$ cat config.mk
export PLATFORM = sky130hd
export DESIGN_NAME = dch_cmd_handler
export DESIGN_NICKNAME = d
export VERILOG_FILES = /design/src/core/dch_pkg.sv /design/src/core/dch_cmd_handler.sv
export SDC_FILE = /design/constraint.sdc
export NUM_CORES = 1
export LEC_CHECK = 0
export BUFFER_PORTS_ARGS = -buffer_cell sky130_fd_sc_hd__buf_2
export CORE_MARGIN = 4
export CORE_UTILIZATION = 40
export CTS_BUF_LIST = sky130_fd_sc_hd__clkbuf_16
export CTS_CLUSTER_SIZE = 14
export DETAILED_ROUTE_END_ITERATION = 8
export MAX_ROUTING_LAYER = met4
export REMOVE_ABC_BUFFERS = 1
export SLEW_MARGIN = 20
export SYNTH_ARGS = -nofsm -noshare
export SYNTH_HDL_FRONTEND = slang
export SYNTH_SLANG_ARGS = --single-unit
$ cat constraint.sdc
create_clock -name ref_clk -period 2.9 [get_ports ref_clk]
set_input_delay 0.29 -clock ref_clk [delete_from_list [all_inputs] [get_ports ref_clk]]
set_output_delay 0.29 -clock ref_clk [all_outputs]
set_load 0.005 [all_outputs]
$ cat src/core/dch_pkg.sv
// shared constants and carrier types for the debug command handler
package dch_pkg;

  // opcodes received from the debug host
  localparam logic [7:0] OP_WR_CTL = 8'h04;
  localparam logic [7:0] OP_RD_CTL = 8'h05;
  localparam logic [7:0] OP_WR_PC = 8'h06;
  localparam logic [7:0] OP_RD_PC = 8'h07;
  localparam logic [7:0] OP_WR_REG = 8'h08;
  localparam logic [7:0] OP_RD_REG = 8'h09;

  // debugger control register layout and reset value
  localparam logic [7:0] CTL_RESET = 8'h00;
  localparam int CTL_DBG_MODE_POS = 7;

  // value returned for a blocked instruction pointer read
  localparam logic [15:0] PC_BLOCKED = 16'hffff;

  // register file geometry
  localparam int RF_ADDR_W = 12;
  localparam int BURST_CNT_W = 9;
  localparam logic [8:0] BURST_MAX = 9'h100;

  // flash control register window still writable under read protection
  localparam logic [11:0] FLASH_CTL_LO = 12'hff8;
  localparam logic [11:0] FLASH_CTL_HI = 12'hfff;

  // one byte travelling with its valid flag
  typedef struct packed {
    logic valid;
    logic [7:0] data;
  } dch_byte_t;

  // register file request
  typedef struct packed {
    logic we;
    logic re;
    logic [11:0] addr;
    logic [7:0] wdata;
  } dch_rf_req_t;

  // instruction pointer load request
  typedef struct packed {
    logic load;
    logic [15:0] value;
  } dch_pc_req_t;

endpackage

$ cat src/core/dch_cmd_handler.sv
// debug command handler: opcode and payload decoding for the debug link
`timescale 1ns/1ps

module dch_cmd_handler (
  // clock and reset
  input wire logic ref_clk,
  input wire logic arst_n,
  // bytes from the debug serial pin deserialiser
  input wire dch_pkg::dch_byte_t rx_byte,
  output logic rx_ready,
  // bytes to the debug serial pin serialiser
  output logic tx_valid,
  output logic [7:0] tx_data,
  input wire logic tx_ready,
  // read-protect option and debug state
  input wire logic read_protect,
  output logic halt_for_debug_bit,
  output logic [7:0] debugger_control_reg,
  // cpu instruction pointer
  input wire logic [15:0] cpu_instruction_pointer,
  output dch_pkg::dch_pc_req_t pc_req,
  // register file port, read data valid the cycle after re
  output dch_pkg::dch_rf_req_t rf_req,
  input wire logic [7:0] rf_rdata
);

  typedef enum logic [3:0] {
    ST_IDLE,
    ST_CTL_DATA,
    ST_PC_HI,
    ST_PC_LO,
    ST_ADR_HI,
    ST_ADR_LO,
    ST_SIZE,
    ST_WDATA,
    ST_RD_REQ,
    ST_RD_WAIT,
    ST_RD_CAP,
    ST_SEND
  } dch_state_t;

  // size byte to burst length, zero standing for the full 256
  function automatic logic [8:0] burst_len(input logic [7:0] size);
    burst_len = (size == 8'h00) ? dch_pkg::BURST_MAX : {1'b0, size};
  endfunction

  function automatic logic in_flash_ctl(input logic [11:0] a);
    in_flash_ctl = (a >= dch_pkg::FLASH_CTL_LO) &&
                   (a <= dch_pkg::FLASH_CTL_HI);
  endfunction

  dch_state_t state_q, state_d;
  logic [7:0] ctl_q;
  logic [7:0] opcode_q;
  logic [7:0] pc_hi_q;
  logic [11:0] addr_q;
  logic [8:0] cnt_q;
  logic [7:0] tx_data_q;
  logic [7:0] tx_next_q;
  logic tx_more_q;
  logic rf_we_q;
  logic rf_re_q;
  logic [11:0] rf_addr_q;
  logic [7:0] rf_wdata_q;
  logic pc_load_q;
  logic [15:0] pc_value_q;

  wire dbg_mode = ctl_q[dch_pkg::CTL_DBG_MODE_POS];
  wire rx_take = rx_byte.valid && rx_ready;
  wire tx_done = tx_valid && tx_ready;
  wire [7:0] rx_d = rx_byte.data;
  wire last_byte = (cnt_q == 9'h001);
  wire [11:0] addr_inc = addr_q + 12'h001;

  // under protection the debug bit may be raised but never dropped
  wire [7:0] ctl_new = (read_protect && dbg_mode) ?
    (rx_d | (8'h01 << dch_pkg::CTL_DBG_MODE_POS)) : rx_d;

  // pointer access only in debug mode and without protection
  wire pc_allowed = dbg_mode && !read_protect;
  wire [15:0] pc_view = pc_allowed ? cpu_instruction_pointer
                                   : dch_pkg::PC_BLOCKED;

  // write data is kept only when mode and protection permit it
  wire wr_allowed = dbg_mode &&
    (!read_protect || in_flash_ctl(addr_q));

  wire is_rx_state = (state_q == ST_IDLE) || (state_q == ST_CTL_DATA) ||
    (state_q == ST_PC_HI) || (state_q == ST_PC_LO) ||
    (state_q == ST_ADR_HI) || (state_q == ST_ADR_LO) ||
    (state_q == ST_SIZE) || (state_q == ST_WDATA);

  assign rx_ready = is_rx_state;
  assign tx_valid = (state_q == ST_SEND);
  assign tx_data = tx_data_q;
  assign halt_for_debug_bit = dbg_mode;
  assign debugger_control_reg = ctl_q;
  assign rf_req = '{we: rf_we_q, re: rf_re_q, addr: rf_addr_q,
                    wdata: rf_wdata_q};
  assign pc_req = '{load: pc_load_q, value: pc_value_q};

  // next state
  always_comb begin
    state_d = state_q;
    case (state_q)
      ST_IDLE: begin
        if (rx_take) begin
          case (rx_d)
            dch_pkg::OP_WR_CTL: state_d = ST_CTL_DATA;
            dch_pkg::OP_RD_CTL: state_d = ST_SEND;
            dch_pkg::OP_WR_PC: state_d = ST_PC_HI;
            dch_pkg::OP_RD_PC: state_d = ST_SEND;
            dch_pkg::OP_WR_REG: state_d = ST_ADR_HI;
            dch_pkg::OP_RD_REG: state_d = ST_ADR_HI;
            default: state_d = ST_IDLE;
          endcase
        end
      end
      ST_CTL_DATA: if (rx_take) state_d = ST_IDLE;
      ST_PC_HI: if (rx_take) state_d = ST_PC_LO;
      ST_PC_LO: if (rx_take) state_d = ST_IDLE;
      ST_ADR_HI: if (rx_take) state_d = ST_ADR_LO;
      ST_ADR_LO: if (rx_take) state_d = ST_SIZE;
      ST_SIZE: begin
        if (rx_take) begin
          state_d = (opcode_q == dch_pkg::OP_RD_REG) ? ST_RD_REQ
                                                     : ST_WDATA;
        end
      end
      ST_WDATA: if (rx_take && last_byte) state_d = ST_IDLE;
      ST_RD_REQ: state_d = ST_RD_WAIT;
      ST_RD_WAIT: state_d = ST_RD_CAP;
      ST_RD_CAP: state_d = ST_SEND;
      ST_SEND: begin
        if (tx_done) begin
          if (opcode_q == dch_pkg::OP_RD_REG) begin
            state_d = last_byte ? ST_IDLE : ST_RD_REQ;
          end else begin
            state_d = tx_more_q ? ST_SEND : ST_IDLE;
          end
        end
      end
      default: state_d = ST_IDLE;
    endcase
  end

  always_ff @(posedge ref_clk or negedge arst_n) begin
    if (!arst_n) begin
      state_q <= ST_IDLE;
    end else begin
      state_q <= state_d;
    end
  end

  // debugger control register; only a device reset clears a locked bit
  always_ff @(posedge ref_clk or negedge arst_n) begin
    if (!arst_n) begin
      ctl_q <= dch_pkg::CTL_RESET;
    end else if (state_q == ST_CTL_DATA && rx_take) begin
      ctl_q <= ctl_new;
    end
  end

  // opcode, address and burst count
  always_ff @(posedge ref_clk or negedge arst_n) begin
    if (!arst_n) begin
      opcode_q <= 8'h00;
      addr_q <= 12'h000;
      cnt_q <= 9'h000;
    end else begin
      if (state_q == ST_IDLE && rx_take) begin
        opcode_q <= rx_d;
      end
      if (state_q == ST_ADR_HI && rx_take) begin
        // upper nibble of this byte is zero by framing
        addr_q <= {rx_d[3:0], addr_q[7:0]};
      end
      if (state_q == ST_ADR_LO && rx_take) begin
        addr_q <= {addr_q[11:8], rx_d};
      end
      if (state_q == ST_SIZE && rx_take) begin
        cnt_q <= burst_len(rx_d);
      end
      if ((state_q == ST_WDATA && rx_take) ||
          (state_q == ST_SEND && tx_done &&
           opcode_q == dch_pkg::OP_RD_REG)) begin
        addr_q <= addr_inc;
        cnt_q <= cnt_q - 9'h001;
      end
    end
  end

  // register file strobes, one cycle each
  always_ff @(posedge ref_clk or negedge arst_n) begin
    if (!arst_n) begin
      rf_we_q <= 1'b0;
      rf_re_q <= 1'b0;
      rf_addr_q <= 12'h000;
      rf_wdata_q <= 8'h00;
    end else begin
      // the whole frame is still consumed when the data is dropped
      rf_we_q <= (state_q == ST_WDATA) && rx_take && wr_allowed;
      rf_re_q <= (state_q == ST_RD_REQ);
      if (state_q == ST_WDATA && rx_take) begin
        rf_addr_q <= addr_q;
        rf_wdata_q <= rx_d;
      end else if (state_q == ST_RD_REQ) begin
        rf_addr_q <= addr_q;
      end
    end
  end

  // instruction pointer load, pulsed after the low byte
  always_ff @(posedge ref_clk or negedge arst_n) begin
    if (!arst_n) begin
      pc_hi_q <= 8'h00;
      pc_load_q <= 1'b0;
      pc_value_q <= 16'h0000;
    end else begin
      pc_load_q <= (state_q == ST_PC_LO) && rx_take && pc_allowed;
      if (state_q == ST_PC_HI && rx_take) begin
        pc_hi_q <= rx_d;
      end
      if (state_q == ST_PC_LO && rx_take) begin
        pc_value_q <= {pc_hi_q, rx_d};
      end
    end
  end

  // outgoing bytes; pointer is sampled once so both halves match
  always_ff @(posedge ref_clk or negedge arst_n) begin
    if (!arst_n) begin
      tx_data_q <= 8'h00;
      tx_next_q <= 8'h00;
      tx_more_q <= 1'b0;
    end else begin
      if (state_q == ST_IDLE && rx_take &&
          rx_d == dch_pkg::OP_RD_CTL) begin
        tx_data_q <= ctl_q;
        tx_more_q <= 1'b0;
      end else if (state_q == ST_IDLE && rx_take &&
                   rx_d == dch_pkg::OP_RD_PC) begin
        tx_data_q <= pc_view[15:8];
        tx_next_q <= pc_view[7:0];
        tx_more_q <= 1'b1;
      end else if (state_q == ST_RD_CAP) begin
        tx_data_q <= rf_rdata;
        tx_more_q <= 1'b0;
      end else if (state_q == ST_SEND && tx_done && tx_more_q) begin
        tx_data_q <= tx_next_q;
        tx_more_q <= 1'b0;
      end
    end
  end

endmodule

Yosys cells after proc, flatten, opt, wreduce, memory -nomap -nowiden
Index checks and enable logic that the tools add are counted.
W data, S select, Z words.
{ "totals": {"output_inout_bits": 58, "register_bits": 105, "elab_cells": 126} }
{ "op_classes": {"n_addsub": 2, "bitwise_logic": 1, "reduce_logical": 45, "muxes": 32, "order_cmp": 2, "n_eq_ne": 28} }
{ "ops": {"columns": ["operator", "n"], "rows": [
  ["$mux W12", 5],
  ["$mux W4", 12],
  ["$pmux W4 S11", 1],
  ["$mux W8", 5],
  ["$eq A8 B3 Y1 const B", 4],
  ["$mux W9", 3],
  ["$eq A8 B4 Y1 const B", 3],
  ["$logic_and A1 B1 Y1", 22],
  ["$eq A4 B3 Y1 const B", 4],
  ["$eq A4 B4 Y1 const B", 4],
  ["$mux W16", 1],
  ["$pmux W4 S4", 1],
  ["$add A12 B1 Y12 const B", 1],
  ["$ge A12 B12 Y1 const B", 1],
  ["$le A12 B12 Y1 const B", 1],
  ["$ne A2 B2 Y1 const B", 5],
  ["$eq A9 B1 Y1 const B", 1],
  ["$logic_or A1 B1 Y1", 9],
  ["$sub A9 B1 Y9 const B", 1],
  ["$eq A4 B2 Y1 const B", 2],
  ["$logic_not A8 Y1", 1],
  ["$ne A2 B1 Y1 const B", 4],
  ["$reduce_and A8 Y1", 1],
  ["$reduce_bool A2 Y1", 4],
  ["other kinds (8)", 14]
]} }

Logic depth before layout (Yosys ltp)
Gate-level depths: netlist of run 1.
{ "depth": {"word_depth": 13, "ltp_mapped": 8} }

Worst setup path after synthesis of run 1
No wires, ideal clock.
{ "synth_path": {"kind": "reg-to-reg", "startpoint": "register cnt_q[4]", "endpoint": "register state_q[1]", "setup_ps": 130, "required_ps": 2770, "arrival_time_ps": 1908, "path_buffers": 0, "setup_slack_ps": 862, "stages_incl_launch_ff": 6, "path_cell_list": "dfrtp_1 > or4_4 > or4_4 > a31oi_4 > mux2i_1 > a31oi_1"} }
{ "synth_via": {"elab_chain_len": 4} }
{ "synth_rtl": {"columns": ["item", "line", "text"], "rows": [
  ["start: declaration", "dch_cmd_handler.sv:57", "logic [8:0] cnt_q;"],
  ["start signal: assignment", "dch_cmd_handler.sv:182", "cnt_q <= burst_len(rx_d);"],
  ["start signal: assignment", "dch_cmd_handler.sv:188", "cnt_q <= cnt_q - 9'h001;"],
  ["$eq A9 B1 Y1", "dch_cmd_handler.sv:72", "wire last_byte = (cnt_q == 9'h001);"],
  ["$logic_and A1 B1 Y1", "dch_cmd_handler.sv:130", "ST_WDATA: if (rx_take && last_byte) state_d = ST_IDLE;"],
  ["$ne A2 B1 Y1 (no line)", null, null],
  ["$reduce_and A8 Y1 (no line)", null, null],
  ["end signal: assignment", "dch_cmd_handler.sv:151", "state_q <= state_d;"],
  ["end: declaration", "dch_cmd_handler.sv:52", "dch_state_t state_q, state_d;"]
]} }
Every way passes these cells.
A chain may end at the register's enable or synchronous reset.

Final worst setup path of run 1
{ "layout_path": {"startpoint": "register state_q[3]", "endpoint": "register tx_next_q[6]"} }
{ "layout_via": {"elab_chain_len": 13} }
{ "layout_rtl": {"columns": ["item", "line", "text"], "rows": [
  ["$eq A4 B1 Y1 / $logic_not A4 Y1 (equally long branches)", "dch_cmd_handler.sv:88, dch_cmd_handler.sv:237, dch_cmd_handler.sv:241", null],
  ["$logic_or A1 B1 Y1 (2 in a row)", "dch_cmd_handler.sv:88", "wire is_rx_state = (state_q == ST_IDLE) || (state_q == ST_CTL_DATA) ||"],
  ["$logic_or A1 B1 Y1 (2 in a row)", "dch_cmd_handler.sv:89", "(state_q == ST_PC_HI) || (state_q == ST_PC_LO) ||"],
  ["$logic_or A1 B1 Y1 (2 in a row)", "dch_cmd_handler.sv:90", "(state_q == ST_ADR_HI) || (state_q == ST_ADR_LO) ||"],
  ["$logic_or A1 B1 Y1", "dch_cmd_handler.sv:91", "(state_q == ST_SIZE) || (state_q == ST_WDATA);"],
  ["$logic_and A1 B1 Y1", "dch_cmd_handler.sv:69", "wire rx_take = rx_byte.valid && rx_ready;"],
  ["$logic_and A1 B1 Y1 (*)", "dch_cmd_handler.sv:237, dch_cmd_handler.sv:241", null],
  ["$logic_and A1 B1 Y1", "dch_cmd_handler.sv:237", "if (state_q == ST_IDLE && rx_take &&"],
  ["$not A1 Y1 (no line)", null, null],
  ["$reduce_and A2 Y1 (no line) (*)", null, null],
  ["end signal: assignment", "dch_cmd_handler.sv:244", "tx_next_q <= pc_view[7:0];"],
  ["end: declaration", "dch_cmd_handler.sv:59", "logic [7:0] tx_next_q;"]
]} }
Mark *: on every way between the ends. The rest lies on a longest branch, timed or not.

==> results of run 1 <==
[Yosys cell counts (5+ instances only)]
library cell,instances
dfrtp_1,105
nand2_1,52
mux2_2,51
nor2_1,44
o21ai_0,31
clkbuf_1,19
a21oi_1,17
inv_1,16
nor3_1,14
o211ai_1,13
mux2i_1,11
buf_2,8
nand3_1,7
nor4_1,6
o221ai_1,6
a31oi_1,5
and2_1,5
and3_1,5
o311ai_0,5
[routing by layer]
layer  track usage  vias up  share of wire  wire length, um
met1         0.260     1953           0.48             6220
met5             -        -              0                0
met2         0.288       99           0.45             5830
met4        0.0773        0          0.022              281
li1              -     1915              -                -
met3        0.0323       23          0.040              515
[final cells by class]
class | instances | area (um^2)
Clock inverter | 7 | 38.8
Inverter | 16 | 60.1
Clock buffer | 9 | 225
Tap cell | 168 | 210
Sequential cell | 105 | 2630
Timing Repair Buffer | 106 | 578
Fill cell | 1169 | 6210
Multi-Input combinational cell | 330 | 2210
[power groups by stage]
stage,Sequential (mW),Clock (mW),Combinational [mW]
2_1_floorplan,2.09,0,0.579
3_3_place_gp,2.13,0,0.996
3_5_place_dp,2.15,0,1.01
4_1_cts,2.13,1.14,1.02
5_1_grt,2.18,1.20,1.13
6_report,2.13,1.11,1.00
[cell families (layout without fill, tap and decap cells)]
kind of cell	after synthesis	in the layout	synth area share
AND/OR/NAND/NOR	160	160	0.153
flip-flops	105	105	0.522
AO/OA/AOI/OAI	104	104	0.139
multiplexers	62	62	0.136
buffers and inverters	47	138	0.0400
adder cells (fa/ha/maj)	4	4	0.00994
[per-stage QoR]
step | cells | power (mW)
finish | 741 | 4.24
global route | 741 | 4.52
CTS | 741 | 4.28
detailed placement | 724 | 3.17
global placement | 724 | 3.13
floorplan | 451 | 2.67
[worst paths after layout]
| kind | from | end | slack, ns | depth (start not counted) |
|---|---|---|---|---|
| hold reg to reg | opcode_q[0] | opcode_q[0] | 0.48 | 1 |
| hold / removal | read_protect | rf_we_q | 0.16 | 2 |
| max in group asynchronous | arst_n | cnt_q[0] | 1.76 | 3 |
| setup / recovery | state_q[3] | tx_next_q[6] | 0.63 | 5 |
| setup reg to reg | state_q[3] | tx_next_q[6] | 0.63 | 5 |
| min in group asynchronous | arst_n | pc_value_q[11] | 0.38 | 2 |
[timing repair]
action	4_1_cts	5_1_grt
buffers inserted	0	0
endpoints found under the hold margin	23	0
hold buffers	1	0
==> impl_metrics.ini, run 1 <==
[critical_path]
cpMostUsedCell = and3_1
critPathRequiredTime_ns = 3.17
path_cells = nor3b_1 > and3_1 > and3_1 > nor2_1 > a21oi_1
crit_buf_inv = 0
path_delay_family = simple AND/OR/NAND/NOR gates
worst-setup-path-type = reg2reg
crit_fanout = 17
slowest_stage = nor3b_1
arrival_ns = 2.55
critPathCaptureType = flip-flop
max_stage_delay_ns = 0.59
worstSetupStartpointType = flip-flop

[logic_synthesis]
syn_area_mm2 = 0.00503
synth.avg_cell_area_um2 = 10.4
yosys_register_bits = 105
synth_area_leader_cell = dfrtp_1
seq_area_frac_synth = 0.522
synth_edf_count = 0
ys_types = 57
ys_top_cells_by_area = dfrtp_1 (52%), mux2_2 (11%), nand2_1 (3.9%), nor2_1 (3.3%), o21ai_0 (3.1%)
yosys.area.top_type_share = 0.522
ys_async_sr_fraction = 1.00
yosys_warnings = 0
netlist_instances = 482
synth_top_flop_cell = dfrtp_1

[power_and_ir_drop]
combPwrFrac = 0.236
leakagePower_nw = 2.88
ir_worst_vdd_v = 0.000271
power.internal_mw = 2.91
powerDensity_mw_per_mm2 = 712
power.switching_mw = 1.32
switching_share = 0.313
p_clk_frac = 0.262
p_seq_frac = 0.502

[global_routing]
grt_max_degree = 83
grt_pass1_vias = 3949
overflow = 0
antenna_found_initial = 0
gr-usage-all-layers = 0.191
grt_pass1_wl_um = 21100

[sta]
rsz0062_at_grt = false
max_freq_mhz = 440
min_period_ns = 2.27
skew_ns = 0.00757
worst_pin_slew_ns = 0.691
fin_crit_sh = 0.784
slew_viol_final = 0
tns_ns = 0
layout_setup_ws_ns = 0.627
setup_viol = 0
hold_ws_ns = 0.156
hold_violations = 0
relSlewSlack = 0.535

[run]
maxCapViolCount = 0

[clock_tree]
cts_root_buf = clkbuf_16
cts_htree_levels = 3
cts_tree = done
post_cts_resized = 0
cts_buffers = 9
cts.sinks = 105
clock_path_buffers = 2
clkTransAtPathRegs_ns = 0.07
clock_latency_ns = 0.35

[cells_and_area]
drive_gt1_frac = 0.309
area_delta_synth_final_pct = 18.2
final_nets = 609
reg_top3 = pc_value_q (16), addr_q (12), rf_addr_q (12)
largest_reg_flops = 16
layout_common_cells = dfrtp_1 (105), buf_2 (93), nand2_1 (52)
top_register = pc_value_q
utilization = 0.489
design_area_mm2 = 0.00595
diodes = 0
layout_commonest_cell = dfrtp_1

[placed_design]
globalplace.congestion = 0.926
post_dp_cell_area_mm2 = 0.00568
dpl.hpwl_um = 8920
io_buffer_count = 94
place_ws_ns = 0.644

[detailed_routing]
via_per_inst = 5.38
antenna_left = 0
wire_per_inst_um = 17.3
route.detailed.drc = 0
via_count = 3990
totalWireLength_um = 12900
first_pass_iters = 6
drt_iter0_markers = 196

[floorplan]
die_w_um = 120
core_area_mm2 = 0.0122
io_pins = 95
die_h_um = 120
placementRows = 40
die_area_mm2 = 0.0144
start_util = 0.414

[status]
status = finished, final reports clean

[worst_hold_path]
hp-class = in2reg
No activity file was read; power rests on OpenSTA's default activity.
==> run 2: changes to the inputs <==
==> constraint.sdc (replaced) <==
create_clock -name ref_clk -period 2 [get_ports ref_clk]
set_input_delay 0.2 -clock ref_clk [delete_from_list [all_inputs] [get_ports ref_clk]]
set_output_delay 0.2 -clock ref_clk [all_outputs]
set_load 0.005 [all_outputs]
==> impl_metrics.ini, run 2 (synthesis results as in run 1) <==
[sta]
slew_viol_final = 0
rsz0062_at_grt = true
fin_crit_sh = 0.972
skew_ns = 0.00860
setup_viol = 0
worst_pin_slew_ns = 0.640
layout_setup_ws_ns = 0.0555
max_freq_mhz = 514
min_period_ns = 1.94
tns_ns = 0
relSlewSlack = 0.573
hold_violations = 0

[global_routing]
grt_pass1_wl_um = 21800
overflow = 0
gr-usage-all-layers = 0.194
grt_use_met2 = 0.299
top_usage_layer = met2
grt_max_degree = 61
antenna_found_initial = 0
grtUsageMet3 = 0.0444
groute.layer.met1.usage = 0.259
grt_pass1_vias = 4165

[cells_and_area]
largest_reg_flops = 16
layout_commonest_cell = dfrtp_1
fill_cells = 1139
utilization = 0.511
layout_common_cells = dfrtp_1 (104), buf_2 (93), nand2_1 (52)
area_delta_synth_final_pct = 23.3
top_register = pc_value_q
drive_gt1_frac = 0.352
reg_top3 = pc_value_q (16), addr_q (12), rf_addr_q (12)
multi_input_area_mm2 = 0.00224
diodes = 0
final_nets = 636
seq_area_mm2 = 0.00263

[detailed_routing]
antenna_left = 0
via_per_inst = 5.39
totalWireLength_um = 13000
drt_iter0_markers = 383
wire_per_inst_um = 17.0
first_pass_iters = 5
via_count = 4137
route.detailed.drc = 0

[critical_path]
cpMostUsedCell = or4_4
critPathCaptureType = flip-flop
crit_fanout = 2
worstSetupStartpointType = flip-flop
critPathRequiredTime_ns = 2.23
max_stage_delay_ns = 0.53
path_delay_family = simple AND/OR/NAND/NOR gates
crit_buf_inv = 1
path_cells = or4_4 > or4_4 > a31oi_4 > buf_4 > o21ai_1 > o21a_1
worst-setup-path-type = reg2reg
slowest_stage = or4_4
arrival_ns = 2.18

[clock_tree]
cts_htree_levels = 3
cts_root_buf = clkbuf_16
clkTransAtPathRegs_ns = 0.07
clock_path_buffers = 2
clock_latency_ns = 0.35
cts_buffers = 9
cts.sinks = 105
cts_tree = done

[worst_hold_path]
hp-class = in2reg

[floorplan]
die_h_um = 120
start_util = 0.414
die_w_um = 120
core_area_mm2 = 0.0122
die_area_mm2 = 0.0144
io_pins = 95
placementRows = 40

[placed_design]
dpl.hpwl_um = 9380
io_buffer_count = 94
place_ws_ns = -0.0542
globalplace.congestion = 0.938

[power_and_ir_drop]
finalPower_mw = 6.25
powerDensity_mw_per_mm2 = 1010
leakagePower_nw = 3.01
ir_worst_vdd_v = 0.000667

[run]
maxCapViolCount = 0

[status]
status = finished, final reports clean
## run 2: cell types whose count changed in the layout (fill, tap and decap cells not counted), sizes merged
cell and delta:
clkinvlp +1, buf +27, clkinv -2
## run 2: worst paths after layout
check                             start             end  slack (ns)  depth (start not counted)
max                            cnt_q[5]      state_q[2]        0.06                          6
min in group asynchronous        arst_n  pc_value_q[11]        0.30                          2
max in group asynchronous        arst_n   rf_addr_q[11]        1.08                          3
max reg2reg                    cnt_q[5]      state_q[2]        0.06                          6
min                        read_protect         rf_we_q        0.06                          2
min reg2reg                rf_addr_q[1]    rf_addr_q[1]        0.48                          2
## run 2: metal layers
layer,part of all wire,vias to the layer above
met3,0.061,14
met4,0.015,0
met1,0.45,2015
met2,0.47,146
met5,0,-
li1,-,1962
## run 2: area by class of cell
type | count | share of cell area
Sequential cell | 105 | 0.423
Multi-Input combinational cell | 330 | 0.361
Timing Repair Buffer | 133 | 0.130
Clock buffer | 9 | 0.0363
Tap cell | 168 | 0.0339
Inverter | 16 | 0.00967
Clock inverter | 6 | 0.00564
## run 2: report_power, final
part | internal [mW] | switching (mW)
registers | 2.65 | 0.419
clock network | 0.831 | 0.761
logic | 0.832 | 0.758
total | 4.32 | 1.94
## run 2: per-stage QoR
step / instance area (um^2) / hold WS [ns] / cells
floorplan: 4890 / -0.0956 / 451
global placement: 5900 / 0.127 / 750
detailed placement: 5900 / 0.128 / 750
CTS: 6170 / 0.0475 / 766
global route: 6210 / 0.0631 / 767
finish: 6210 / 0.0633 / 767
## run 2: repair_timing
item / in CTS / in global routing
setup buffers: 0 / 1
pin swaps: 2 / 1
resized for setup: 1 / 7
endpoints found under the hold margin: 24 / 0
setup endpoints to repair: 4 / 13
hold buffers: 1 / 0
